[config.mk]
export PLATFORM = sky130hd
export DESIGN_NAME = psp_top
export DESIGN_NICKNAME = d
export VERILOG_FILES = /design/src/psp_pkg.sv /design/src/psp_sync.sv /design/src/psp_top.sv /design/src/psp_xfer_det.sv
export SDC_FILE = /design/constraint.sdc
export NUM_CORES = 1
export LEC_CHECK = 0
export BUFFER_PORTS_ARGS = -buffer_cell sky130_fd_sc_hd__buf_2
export CAP_MARGIN = 5
export CORE_ASPECT_RATIO = 2
export CORE_MARGIN = 10
export CORE_UTILIZATION = 55
export DETAILED_ROUTE_END_ITERATION = 10
export GPL_TIMING_DRIVEN = 0
export PLACE_DENSITY = 0.8
export SKIP_CTS_REPAIR_TIMING = 1
export SYNTH_ARGS = -nofsm -noshare
export SYNTH_HDL_FRONTEND = slang
export SYNTH_SLANG_ARGS = --single-unit
[constraint.sdc]
create_clock -name REF_CLK -period 2.36 [get_ports REF_CLK]
set_input_delay 0.118 -clock REF_CLK [delete_from_list [all_inputs] [get_ports REF_CLK]]
set_output_delay 0.118 -clock REF_CLK [all_outputs]
set_load 0.03 [all_outputs]
[src/psp_pkg.sv]
// Functional notes
// - Mode bit set makes data port slave port
// - External strobes alone drive slave-port transfers
// - Mode bit turns control pins into strobes
// - Write starts when select and write low
// - Read starts when select and read low
// - Low read strobe returns data-port latch
// - Low write strobe loads data-port latch
// - Select high means strobes are ignored
// - Outside sees one readable writable latch; code loads writes into in_latch_q and returns dlatch_q on reads
// - Mode clear gives plain pins or analog
// - Internal write loads latch, read returns pins; with mode bit set the code returns in_latch_q instead
package psp_pkg;

    // ****************************************
    // Register byte addresses
    // ****************************************
    localparam logic [7:0] OFF_DATA_PORT    = 8'h00;
    localparam logic [7:0] OFF_DATA_LATCH   = 8'h04;
    localparam logic [7:0] OFF_DATA_DIR     = 8'h08;
    localparam logic [7:0] OFF_CTRL_PINS    = 8'h0c;
    localparam logic [7:0] OFF_CTRL_LATCH   = 8'h10;
    localparam logic [7:0] OFF_CTRL_DIRMODE = 8'h14;
    localparam logic [7:0] OFF_ANALOG_CFG   = 8'h18;
    localparam logic [7:0] OFF_PERIPH_FLAGS = 8'h1c;
    localparam logic [7:0] OFF_PERIPH_ENS   = 8'h20;
    localparam logic [7:0] OFF_PERIPH_PRIO  = 8'h24;
    localparam logic [7:0] OFF_INT_STATUS   = 8'h28;
    localparam logic [7:0] OFF_INT_CLEAR    = 8'h2c;
    localparam logic [7:0] OFF_INT_ENABLE   = 8'h30;

    // ****************************************
    // Reset values
    // ****************************************
    localparam logic [7:0] RST_DATA_LATCH   = 8'h00;
    localparam logic [7:0] RST_DATA_DIR     = 8'hff;
    localparam logic [2:0] RST_CTRL_LATCH   = 3'h0;
    localparam logic [7:0] RST_CTRL_DIRMODE = 8'h07;
    localparam logic [7:0] RST_ANALOG_CFG   = 8'h00;
    localparam logic [7:0] RST_PERIPH       = 8'h00;
    localparam logic [2:0] RST_INT          = 3'h0;

    // ****************************************
    // Field positions and masks
    // ****************************************
    localparam int         BIT_IN_FULL      = 7;
    localparam int         BIT_OUT_FULL     = 6;
    localparam int         BIT_IN_OVERFLOW  = 5;
    localparam int         BIT_MODE_SELECT  = 4;
    localparam int         BIT_SLAVE_INT    = 7;
    localparam int         BIT_CTRL_RD      = 0;
    localparam int         BIT_CTRL_WR      = 1;
    localparam int         BIT_CTRL_CS      = 2;
    localparam logic [7:0] MASK_ANALOG_CFG  = 8'hcf;
    localparam logic [2:0] PCFG_ALL_DIGITAL = 3'h7;
    localparam int         EV_EXT_READ      = 0;
    localparam int         EV_EXT_WRITE     = 1;
    localparam int         EV_OVERFLOW      = 2;

    // ****************************************
    // Bus answers
    // ****************************************
    localparam logic [1:0] RESP_OKAY        = 2'h0;
    localparam logic [1:0] RESP_SLVERR      = 2'h2;

endpackage

[src/psp_sync.sv]
`timescale 1ns/100ps
`default_nettype none
module psp_sync #(
    parameter int W = 1
) (
    input  wire logic         clk,
    input  wire logic         rst_b,
    input  wire logic [W-1:0] d,
    output logic      [W-1:0] q
);
    logic [W-1:0] meta_q;

    // Two stages; only the second is read outside
    always_ff @(posedge clk) begin
        if (!rst_b) begin
            meta_q <= '0;
            q      <= '0;
        end else begin
            meta_q <= d;
            q      <= meta_q;
        end
    end
endmodule
`default_nettype wire

[src/psp_top.sv]
`timescale 1ns/100ps
`default_nettype none
module psp_top (
    input  wire logic        REF_CLK,
    input  wire logic        RST_B,
    input  wire logic [7:0]  AWADDR,
    input  wire logic        AWVALID,
    output logic             AWREADY,
    input  wire logic [31:0] WDATA,
    input  wire logic [3:0]  WSTRB,
    input  wire logic        WVALID,
    output logic             WREADY,
    output logic [1:0]       BRESP,
    output logic             BVALID,
    input  wire logic        BREADY,
    input  wire logic [7:0]  ARADDR,
    input  wire logic        ARVALID,
    output logic             ARREADY,
    output logic [31:0]      RDATA,
    output logic [1:0]       RRESP,
    output logic             RVALID,
    input  wire logic        RREADY,
    input  wire logic [7:0]  DATA_IN,
    output logic [7:0]       DATA_OUT,
    output logic [7:0]       DATA_OE_B,
    input  wire logic [2:0]  CTRL_IN,
    output logic [2:0]       CTRL_OUT,
    output logic [2:0]       CTRL_OE_B,
    output logic             IRQ,
    output logic             IRQ_PRIO_HIGH
);

    // ****************************************
    // Types
    // ****************************************
    typedef enum logic [1:0] {
        PSP_WS_COLLECT = 2'b01,
        PSP_WS_RESP    = 2'b10
    } psp_wstate_t;

    typedef enum logic [1:0] {
        PSP_RS_IDLE = 2'b01,
        PSP_RS_DATA = 2'b10
    } psp_rstate_t;

    // ****************************************
    // Declarations
    // ****************************************
    psp_wstate_t ws_q;
    psp_rstate_t rs_q;
    logic        aw_got_q;
    logic        w_got_q;
    logic [7:0]  awaddr_q;
    logic [7:0]  wbyte_q;
    logic        wlane_q;
    logic        aw_have;
    logic        w_have;
    logic [7:0]  wa;
    logic [7:0]  wd;
    logic        wl;
    logic        wr_fire;
    logic        wr_hit;
    logic        rd_fire;
    logic        rd_hit;
    logic [7:0]  rd_byte;
    logic        sw_wr_port;
    logic        sw_rd_port;
    logic [7:0]  data_s;
    logic [2:0]  ctrl_s;
    logic        mode;
    logic        ctrl_digital;
    logic        sel_s;
    logic        rd_start;
    logic        rd_done;
    logic        rd_busy;
    logic        wr_start;
    logic        wr_done;
    logic        wr_busy;
    logic [7:0]  dlatch_q;
    logic [7:0]  ddir_q;
    logic [2:0]  late_q;
    logic [7:0]  cdir_q;
    logic [7:0]  adcon_q;
    logic [7:0]  pir_q;
    logic [7:0]  pie_q;
    logic [7:0]  ipr_q;
    logic [7:0]  in_latch_q;
    logic        in_full_q;
    logic        out_full_q;
    logic        in_ovf_q;
    logic        rd_drive_q;
    logic [2:0]  int_stat_q;
    logic [2:0]  int_en_q;
    logic [2:0]  int_ev;
    logic [2:0]  ctrl_rd;
    logic [7:0]  cdir_rd;

    // ****************************************
    // Pin synchronisers and transfer detection
    // ****************************************
    psp_sync #(.W(11)) u_sync (
        .clk   (REF_CLK),
        .rst_b (RST_B),
        .d     ({CTRL_IN, DATA_IN}),
        .q     ({ctrl_s, data_s})
    );

    assign mode  = cdir_q[psp_pkg::BIT_MODE_SELECT];
    assign sel_s = ~ctrl_s[psp_pkg::BIT_CTRL_CS];

    // Strobes alone pace transfers; sync adds two cycles of latency
    psp_xfer_det u_rd_det (
        .clk    (REF_CLK),
        .rst_b  (RST_B),
        .en     (mode),
        .active (sel_s & ~ctrl_s[psp_pkg::BIT_CTRL_RD]),
        .start  (rd_start),
        .done   (rd_done),
        .busy_q (rd_busy)
    );

    psp_xfer_det u_wr_det (
        .clk    (REF_CLK),
        .rst_b  (RST_B),
        .en     (mode),
        .active (sel_s & ~ctrl_s[psp_pkg::BIT_CTRL_WR]),
        .start  (wr_start),
        .done   (wr_done),
        .busy_q (wr_busy)
    );

    // ****************************************
    // Bus write channel
    // ****************************************
    assign AWREADY = (ws_q == PSP_WS_COLLECT) & ~aw_got_q;
    assign WREADY  = (ws_q == PSP_WS_COLLECT) & ~w_got_q;
    assign BVALID  = (ws_q == PSP_WS_RESP);
    assign aw_have = aw_got_q | (AWVALID & AWREADY);
    assign w_have  = w_got_q | (WVALID & WREADY);
    assign wa      = aw_got_q ? awaddr_q : AWADDR;
    assign wd      = w_got_q ? wbyte_q : WDATA[7:0];
    assign wl      = w_got_q ? wlane_q : WSTRB[0];
    assign wr_fire = (ws_q == PSP_WS_COLLECT) & aw_have & w_have;
    assign wr_hit  = (wa[7:2] <= psp_pkg::OFF_INT_ENABLE[7:2]);

    always_ff @(posedge REF_CLK) begin
        if (!RST_B) begin
            ws_q     <= PSP_WS_COLLECT;
            aw_got_q <= 1'b0;
            w_got_q  <= 1'b0;
            awaddr_q <= 8'h00;
            wbyte_q  <= 8'h00;
            wlane_q  <= 1'b0;
            BRESP    <= psp_pkg::RESP_OKAY;
        end else begin
            case (ws_q)
                PSP_WS_COLLECT: begin
                    if (AWVALID & AWREADY) begin
                        aw_got_q <= 1'b1;
                        awaddr_q <= AWADDR;
                    end
                    if (WVALID & WREADY) begin
                        w_got_q <= 1'b1;
                        wbyte_q <= WDATA[7:0];
                        wlane_q <= WSTRB[0];
                    end
                    if (wr_fire) begin
                        ws_q     <= PSP_WS_RESP;
                        aw_got_q <= 1'b0;
                        w_got_q  <= 1'b0;
                        BRESP    <= wr_hit ? psp_pkg::RESP_OKAY : psp_pkg::RESP_SLVERR;
                    end
                end
                PSP_WS_RESP: begin
                    if (BREADY) begin
                        ws_q <= PSP_WS_COLLECT;
                    end
                end
                default: begin
                    ws_q <= PSP_WS_COLLECT;
                end
            endcase
        end
    end

    function automatic logic wr_to(input logic [7:0] off);
        wr_to = wr_fire & wl & (wa[7:2] == off[7:2]);
    endfunction

    assign sw_wr_port = wr_to(psp_pkg::OFF_DATA_PORT);

    // ****************************************
    // Bus read channel
    // ****************************************
    assign ARREADY = (rs_q == PSP_RS_IDLE);
    assign RVALID  = (rs_q == PSP_RS_DATA);
    assign rd_fire = ARVALID & ARREADY;
    assign rd_hit  = (ARADDR[7:2] <= psp_pkg::OFF_INT_ENABLE[7:2]);
    assign sw_rd_port = rd_fire & (ARADDR[7:2] == psp_pkg::OFF_DATA_PORT[7:2]);

    // Analog-selected control pins read as zero
    assign ctrl_digital = (adcon_q[2:0] == psp_pkg::PCFG_ALL_DIGITAL);
    assign ctrl_rd      = ctrl_digital ? ctrl_s : 3'h0;
    assign cdir_rd      = {in_full_q, out_full_q, in_ovf_q, mode, 1'b0, cdir_q[2:0]};

    always_comb begin
        case (ARADDR[7:2])
            psp_pkg::OFF_DATA_PORT[7:2]:    rd_byte = mode ? in_latch_q : data_s;
            psp_pkg::OFF_DATA_LATCH[7:2]:   rd_byte = dlatch_q;
            psp_pkg::OFF_DATA_DIR[7:2]:     rd_byte = ddir_q;
            psp_pkg::OFF_CTRL_PINS[7:2]:    rd_byte = {5'h00, ctrl_rd};
            psp_pkg::OFF_CTRL_LATCH[7:2]:   rd_byte = {5'h00, late_q};
            psp_pkg::OFF_CTRL_DIRMODE[7:2]: rd_byte = cdir_rd;
            psp_pkg::OFF_ANALOG_CFG[7:2]:   rd_byte = adcon_q;
            psp_pkg::OFF_PERIPH_FLAGS[7:2]: rd_byte = pir_q;
            psp_pkg::OFF_PERIPH_ENS[7:2]:   rd_byte = pie_q;
            psp_pkg::OFF_PERIPH_PRIO[7:2]:  rd_byte = ipr_q;
            psp_pkg::OFF_INT_STATUS[7:2]:   rd_byte = {5'h00, int_stat_q};
            psp_pkg::OFF_INT_ENABLE[7:2]:   rd_byte = {5'h00, int_en_q};
            default:                        rd_byte = 8'h00;
        endcase
    end

    always_ff @(posedge REF_CLK) begin
        if (!RST_B) begin
            rs_q  <= PSP_RS_IDLE;
            RDATA <= 32'h0000_0000;
            RRESP <= psp_pkg::RESP_OKAY;
        end else begin
            case (rs_q)
                PSP_RS_IDLE: begin
                    if (rd_fire) begin
                        rs_q  <= PSP_RS_DATA;
                        RDATA <= {24'h00_0000, rd_byte};
                        RRESP <= rd_hit ? psp_pkg::RESP_OKAY : psp_pkg::RESP_SLVERR;
                    end
                end
                PSP_RS_DATA: begin
                    if (RREADY) begin
                        rs_q <= PSP_RS_IDLE;
                    end
                end
                default: begin
                    rs_q <= PSP_RS_IDLE;
                end
            endcase
        end
    end

    // ****************************************
    // Port configuration registers
    // ****************************************
    always_ff @(posedge REF_CLK) begin
        if (!RST_B) begin
            dlatch_q <= psp_pkg::RST_DATA_LATCH;
            ddir_q   <= psp_pkg::RST_DATA_DIR;
            late_q   <= psp_pkg::RST_CTRL_LATCH;
            cdir_q   <= psp_pkg::RST_CTRL_DIRMODE;
            adcon_q <= psp_pkg::RST_ANALOG_CFG;
            pie_q   <= psp_pkg::RST_PERIPH;
            ipr_q   <= psp_pkg::RST_PERIPH;
        end else begin
            if (sw_wr_port | wr_to(psp_pkg::OFF_DATA_LATCH)) begin
                dlatch_q <= wd;
            end
            if (wr_to(psp_pkg::OFF_DATA_DIR)) begin
                ddir_q <= wd;
            end
            if (wr_to(psp_pkg::OFF_CTRL_PINS) | wr_to(psp_pkg::OFF_CTRL_LATCH)) begin
                late_q <= wd[2:0];
            end
            // Upper status bits live in their own flops
            if (wr_to(psp_pkg::OFF_CTRL_DIRMODE)) begin
                cdir_q <= wd & 8'h17;
            end
            if (wr_to(psp_pkg::OFF_ANALOG_CFG)) begin
                adcon_q <= wd & psp_pkg::MASK_ANALOG_CFG;
            end
            if (wr_to(psp_pkg::OFF_PERIPH_ENS)) begin
                pie_q <= wd;
            end
            if (wr_to(psp_pkg::OFF_PERIPH_PRIO)) begin
                ipr_q <= wd;
            end
        end
    end

    // ****************************************
    // Slave-port latch and buffer flags
    // ****************************************
    always_ff @(posedge REF_CLK) begin
        if (!RST_B) begin
            in_latch_q <= 8'h00;
        end else if (wr_start) begin
            in_latch_q <= data_s;
        end
    end

    // Set always wins over a same-cycle clear
    always_ff @(posedge REF_CLK) begin
        if (!RST_B) begin
            in_full_q  <= 1'b0;
            out_full_q <= 1'b0;
            in_ovf_q   <= 1'b0;
        end else begin
            in_full_q  <= wr_start | (in_full_q & ~sw_rd_port);
            out_full_q <= (sw_wr_port & mode) | (out_full_q & ~rd_done);
            if (wr_start & in_full_q) begin
                in_ovf_q <= 1'b1;
            end else if (wr_to(psp_pkg::OFF_CTRL_DIRMODE)) begin
                in_ovf_q <= wd[psp_pkg::BIT_IN_OVERFLOW];
            end
        end
    end

    // ****************************************
    // Pin drivers
    // ****************************************
    always_ff @(posedge REF_CLK) begin
        if (!RST_B) begin
            rd_drive_q <= 1'b0;
        end else begin
            rd_drive_q <= rd_start | (rd_busy & ~rd_done);
        end
    end

    assign DATA_OUT  = dlatch_q;
    // Slave port overrides the direction register: drive only during a read
    assign DATA_OE_B = mode ? {8{~rd_drive_q}} : ddir_q;
    assign CTRL_OUT  = late_q;
    assign CTRL_OE_B = mode ? 3'h7 : cdir_q[2:0];

    // ****************************************
    // Interrupts
    // ****************************************
    assign int_ev = {wr_start & in_full_q, wr_start, rd_done};

    always_ff @(posedge REF_CLK) begin
        if (!RST_B) begin
            pir_q <= psp_pkg::RST_PERIPH;
        end else begin
            if (wr_to(psp_pkg::OFF_PERIPH_FLAGS)) begin
                pir_q <= wd;
            end
            if (wr_start | rd_done) begin
                pir_q[psp_pkg::BIT_SLAVE_INT] <= 1'b1;
            end
        end
    end

    always_ff @(posedge REF_CLK) begin
        if (!RST_B) begin
            int_stat_q <= psp_pkg::RST_INT;
            int_en_q   <= psp_pkg::RST_INT;
        end else begin
            if (wr_to(psp_pkg::OFF_INT_ENABLE)) begin
                int_en_q <= wd[2:0];
            end
            if (wr_to(psp_pkg::OFF_INT_CLEAR)) begin
                int_stat_q <= (int_stat_q & ~wd[2:0]) | int_ev;
            end else begin
                int_stat_q <= int_stat_q | int_ev;
            end
        end
    end

    assign IRQ = |(int_stat_q & int_en_q) |
                 (pir_q[psp_pkg::BIT_SLAVE_INT] & pie_q[psp_pkg::BIT_SLAVE_INT]);
    assign IRQ_PRIO_HIGH = ipr_q[psp_pkg::BIT_SLAVE_INT];
endmodule
`default_nettype wire

[src/psp_xfer_det.sv]
`timescale 1ns/100ps
`default_nettype none
module psp_xfer_det (
    input  wire logic clk,
    input  wire logic rst_b,
    input  wire logic en,
    input  wire logic active,
    output logic      start,
    output logic      done,
    output logic      busy_q
);
    logic live;

    assign live  = en & active;
    // First cycle the strobe pair is seen low
    assign start = live & ~busy_q;
    assign done  = busy_q & ~live;

    always_ff @(posedge clk) begin
        if (!rst_b) begin
            busy_q <= 1'b0;
        end else begin
            busy_q <= live;
        end
    end
endmodule
`default_nettype wire
Word level (Yosys, flattened, before mapping):

Index checks and enable logic that the tools add are counted.

* add/subtract/negate cells: 0
* $mul: 0
* divide/modulo/power cells: 0
* $lt $le $gt $ge: 2
* equal/unequal tests: 31
* shift-type cells: 0
* multiplexer cells: 25
* bitwise logic cells: 59
* reductions and logical operators: 15

Operators by type and width (count)
* one-hot mux 8 bit (12 select lines): 1
* == test 6 x 3 -> 1 bit (second input constant): 8
* == test 6 x 4 -> 1 bit (second input constant): 8
* 2-to-1 mux 8 bit: 5
* AND 1 bit: 34
* == test 6 x 2 -> 1 bit (second input constant): 4
* AND reduction 2 bit: 8
* == test 6 x 1 -> 1 bit (second input constant): 2
* <= comparator 6 x 4 -> 1 bit (second input constant): 2
* zero test 6 bit: 2
* 2-to-1 mux 2 bit: 6
* NOT 1 bit: 11
* 2-to-1 mux 3 bit: 3
* OR 1 bit: 9
* 2-to-1 mux 1 bit: 8
* one-hot mux 2 bit (2 select lines): 2
* nonzero test 2 bit: 4
* AND 3 bit: 2
* inequality test 2 x 1 -> 1 bit (second input constant): 3
* OR 3 bit: 2
* == test 2 x 1 -> 1 bit (second input constant): 2
* == test 2 bit (second input constant): 2
* == test 3 bit (second input constant): 1
* NOT 3 bit: 1
* 2 further kinds: 2

* bits in registers: 130
* latch bits: 0
* bits in writable memories: 0
* ROM bits: 0
* output and inout port bits: 65
* memories: 0

Logic depth before layout (Yosys ltp):

* word-level depth: 10
* depth in mapped cells: 8
* mapped depth without buffers: 4

By module:

From an unflattened synthesis, not the netlist that was laid out.

* cells, all modules: 623
* area total of the unflattened synthesis: 5835.6 µm²

By module, submodules not included
* psp_top: instances 1, cells each 569, area an instance 5127.4 µm², sequential area each 2042.0 µm²
* psp_sync: instances 1, cells each 46, area an instance 620.6 µm², sequential area each 440.4 µm²
* psp_xfer_det: instances 2, cells each 4, area an instance 43.8 µm², sequential area each 20.0 µm²

Worst setup path after synthesis:

Ideal clock, no wire load.

* kind: register -> register
* from: register aw_got_q
* to: register in_ovf_q
* arrival time: 1663 ps
* required time: 2245 ps
* setup slack: 581 ps
* cell stages (with the launch flop): 7
* path buffers: 2
* period minus slack after synthesis: 1779 ps
* cell sequence: dfxtp_1 > buf_6 > buf_6 > mux2i_2 > o211ai_1 > or4_1 > and3_1

* longest elaborated chain between the ends: 9

RTL lines
* start, declared: line psp_top.sv:51 `logic aw_got_q;`
* start signal, assigned: line psp_top.sv:149 `aw_got_q <= 1'b0;`
* start signal, assigned: line psp_top.sv:159 `aw_got_q <= 1'b1;`
* start signal, assigned: line psp_top.sv:169 `aw_got_q <= 1'b0;`
* NOT 1 bit: line psp_top.sv:135 `assign AWREADY = (ws_q == PSP_WS_COLLECT) & ~aw_got_q;`
* AND 1 bit: line psp_top.sv:135
* AND 1 bit: line psp_top.sv:138 `assign aw_have = aw_got_q | (AWVALID & AWREADY);`
* OR 1 bit: line psp_top.sv:138
* AND 1 bit (2 in a row): line psp_top.sv:143 `assign wr_fire = (ws_q == PSP_WS_COLLECT) & aw_have & w_have;`
* AND 1 bit: line psp_top.sv:187 `wr_to = wr_fire & wl & (wa[7:2] == off[7:2]);`
* AND 1 bit (*): line psp_top.sv:187
* nonzero test 2 bit (no line) (*)
* end signal, assigned: line psp_top.sv:311 `in_ovf_q <= wd[psp_pkg::BIT_IN_OVERFLOW];`
* end, declared: line psp_top.sv:90 `logic in_ovf_q;`

Every way passes the cells marked *; elsewhere a longest branch is shown, timed or not.
A chain may end at the register's enable or synchronous reset.

Worst setup path in the final report:

* from: register aw_got_q
* to: register adcon_q[3]

* longest elaborated chain between the ends: 8

RTL lines
* NOT 1 bit: line psp_top.sv:135
* AND 1 bit: line psp_top.sv:135
* AND 1 bit: line psp_top.sv:138
* OR 1 bit: line psp_top.sv:138
* AND 1 bit (2 in a row): line psp_top.sv:143
* AND 1 bit: line psp_top.sv:187
* AND 1 bit (*): line psp_top.sv:187
* end signal, assigned: line psp_top.sv:259 `adcon_q <= psp_pkg::RST_ANALOG_CFG;`
* end signal, assigned: line psp_top.sv:277 `adcon_q <= wd & psp_pkg::MASK_ANALOG_CFG;`
* end, declared: line psp_top.sv:83 `logic [7:0] adcon_q;`

Marked as above.

==> impl_metrics.tcl <==
set metrics [dict create \
    status "completed" \
    worst-path-max-fanout 10 \
    peakVddDrop_mv 0.5198 \
    vias_per_cell 6.249 \
    root_buffer "clkbuf_16" \
    synth_edf_count 0 \
    ioPinCount 135 \
    grt_max_degree 17 \
    path_cells "buf_6 > buf_6 > mux2i_1 > o21a_1 > o2111ai_1 > mux2i_1" \
    route.detailed.drc 0 \
    final_cell_mix "dfxtp_1 (126), buf_2 (86), nand2_1 (78), mux2i_1 (41), clkbuf_1 (37)" \
    r2r_setup_slack_ps 190 \
    die_w_um 96.07 \
    syn_inst 718 \
    die_height_um 172.1 \
    crit_slowest_cell "o2111ai_1" \
    core_area_sq_mm 0.01135 \
    netlist_area_sq_mm 0.006365 \
    setup_viol 0 \
    cp.arrival_ps 2450 \
    finClkSkew_ps 10.85 \
    timing.rr.start "aw_got_q" \
    numClockSinks 126 \
    cts_tree "done" \
    required_ps 2630 \
    overflow 0 \
    holdCritStartpoint "AWADDR[5]" \
    hpwl_um 17490 \
    wirelength_um 22620 \
    ys_types 74 \
    final.setup.tns_ps 0 \
    area_growth_pct 22.10 \
    critical-path-top-delay-family "multiplexers" \
    slew_violations 0 \
    rsz0062_at_grt "false" \
    place_congestion 1.012 \
    mostFrequentLayoutCell "dfxtp_1" \
    dpl_cell_area_sq_mm 0.007007 \
    synth-main-ff-cell "dfxtp_1" \
    die_area_sq_mm 0.01654 \
    fin_crit_ps 2174 \
    clkTransAtPathRegs_ps 60 \
    stdcell_area_sq_mm 0.007771 \
    grt_pass1_vias 6296 \
    drive_gt1_share_pct 23.01 \
    max_stage_delay_ps 490 \
    detail_route.wl_per_cell_um 22.37 \
    startpoint_type "flop" \
    worstSkewPairLatency_ps 430 \
    vias 6318 \
    antenna_found_initial 0 \
    hold_path_end "awaddr_q[5]" \
    layout_worst_path_cycle_share_pct 92.13 \
    fin_nets 926 \
    cp_num_buf_inv 2 \
    maxSlewHeadroom_pct 31.64 \
    drt_iter0_drc 488 \
    hp-class "in2reg" \
    dr.pass1.iters 7 \
    p_leak_nw 2.970 \
    grt_pass1_wl_um 34360 \
    avgSynthCellArea_sq_um 8.865 \
    htree_levels 4 \
    initial_utilization_pct 56.06 \
    hold_viol 0 \
    antenna_cells 0 \
    fmax_ghz 0.4599 \
    powerDensity_mw_per_mm2 709.9 \
    synth-seq-cells 126 \
    power_mw 5.517 \
    rows 55 \
    grtUsageMet1_pct 25.41 \
    port_buffers 74 \
    yosysSeqAreaShare_pct 39.63 \
    worstRegToRegCells 6 \
    placed_cells 959 \
    min_path_cells 3 \
    tightest_slew_ps 1024 \
    ant_nets 0 \
    r2r-end "adcon_q[3]" \
    grt_util_met2_pct 49.01 \
    cap_violations 0 \
    cts_buffers 17 \
    clock_path_buffers 2 \
    gr-usage-met3_pct 6.209 \
    criticalPathCategory "reg2reg" \
    top_usage_layer "met2" \
    grt_usage_pct 27.36 \
    worst_setup_path_end_kind "flop" \
    fin_cells 1011 \
    synth_warnings 0 \
    async_reset_ff_share_pct 0 \
]
## worst reg2reg max path, delay by kind of cell (launching register included)
kind	cells	cell delay, ps
multiplexers	2	700
flip-flops	1	320
AO/OA/AOI/OAI	2	690
buffers and inverters	2	310
## state kept, by name, indices dropped and copies added (netlist names), 8 cells and up
name	count
pir_q	8
u_sync.meta_q	11
DATA_OUT	8
in_latch_q	8
pie_q	8
wbyte_q	8
RDATA	8
ddir_q	8
u_sync.q	11
ipr_q	8
## cells by family (layout without fill, tap and decap cells)
family	after synthesis	in the layout	share of synthesized area (%)
DFF	126	126	39.63
buffers and inverters	85	211	7.313
and+or+nand+nor	276	276	24.89
adders and majority gates	1	1	0.1573
muxes	58	58	9.730
AOI/OAI and AO/OA	171	171	18.22
other	1	26	0.05892
## power by group
| group | internal, mW | switching (mW) | total, mW |
|---|---|---|---|
| clock network | 1.46 | 1.05 | 2.52 |
| registers | 2.18 | 0.0389 | 2.22 |
| logic | 0.262 | 0.519 | 0.781 |
| total | 3.90 | 1.61 | 5.52 |
## area by class of cell
class,count,area (sq um)
Clock buffer,18,429.2
Tap cell,142,177.7
Inverter,3,11.26
Timing Repair Buffer,94,570.5
Multi-Input combinational cell,532,3471
Clock inverter,14,133.9
Buffer,82,455.4
Sequential cell,126,2522
Fill cell,942,3583
## worst max-delay path by stage
stage | cells past startpoint | endpoint | start | slack (ps)
3_3_place_gp | 6 | RDATA[2] | cdir_q[4] | 240
5_1_grt | 6 | adcon_q[3] | aw_got_q | 110
4_1_cts | 5 | DATA_OE_B[7] | cdir_q[4] | 30
3_5_place_dp | 6 | RDATA[2] | cdir_q[4] | 240
2_1_floorplan | 6 | in_ovf_q | aw_got_q | 580
6_report | 6 | adcon_q[3] | aw_got_q | 190
## synth_stat cells (5+ instances only)
cell type  number  share of area [%]
clkbuf_1       36                2.1
nor3_1         24                1.9
nor2b_1        10               0.98
mux2i_1        41                6.4
a211oi_1        5               0.59
dfxtp_1       126                 40
nor4_1         25                2.5
o21ai_1         5               0.39
nand4_1        11                1.1
and2_1         31                3.0
nor2_1         23                1.4
buf_2          12               0.94
nand3_1        10               0.79
and3b_1         5               0.69
mux2_2         14                2.5
a22o_1          8                1.1
and3_1          7               0.69
o21a_1          9                1.1
a21oi_1        36                2.8
nand2_1        78                4.6
a31oi_1        34                3.3
o21ai_0        35                2.8
buf_4          29                3.4
nand3b_1       10                1.2
or2_2           7               0.69
## through the flow
step	worst slack [ps]	hold WS [ps]	util [%]
after floorplan	581.1	245.3	-
after global placement	242.3	327.1	61.71
after detailed placement	237.6	327.6	61.71
after CTS	29.03	-104.2	66.67
after global routing	110.1	36.39	68.44
final	185.6	16.70	68.44
## metal layers
metal	routed length, um	up-vias
li1	-	2881
met1	7319	2940
met2	11800	351
met3	1648	146
met4	1847	0
met5	0	-
Note: power is estimated with default switching activity, not from simulation.
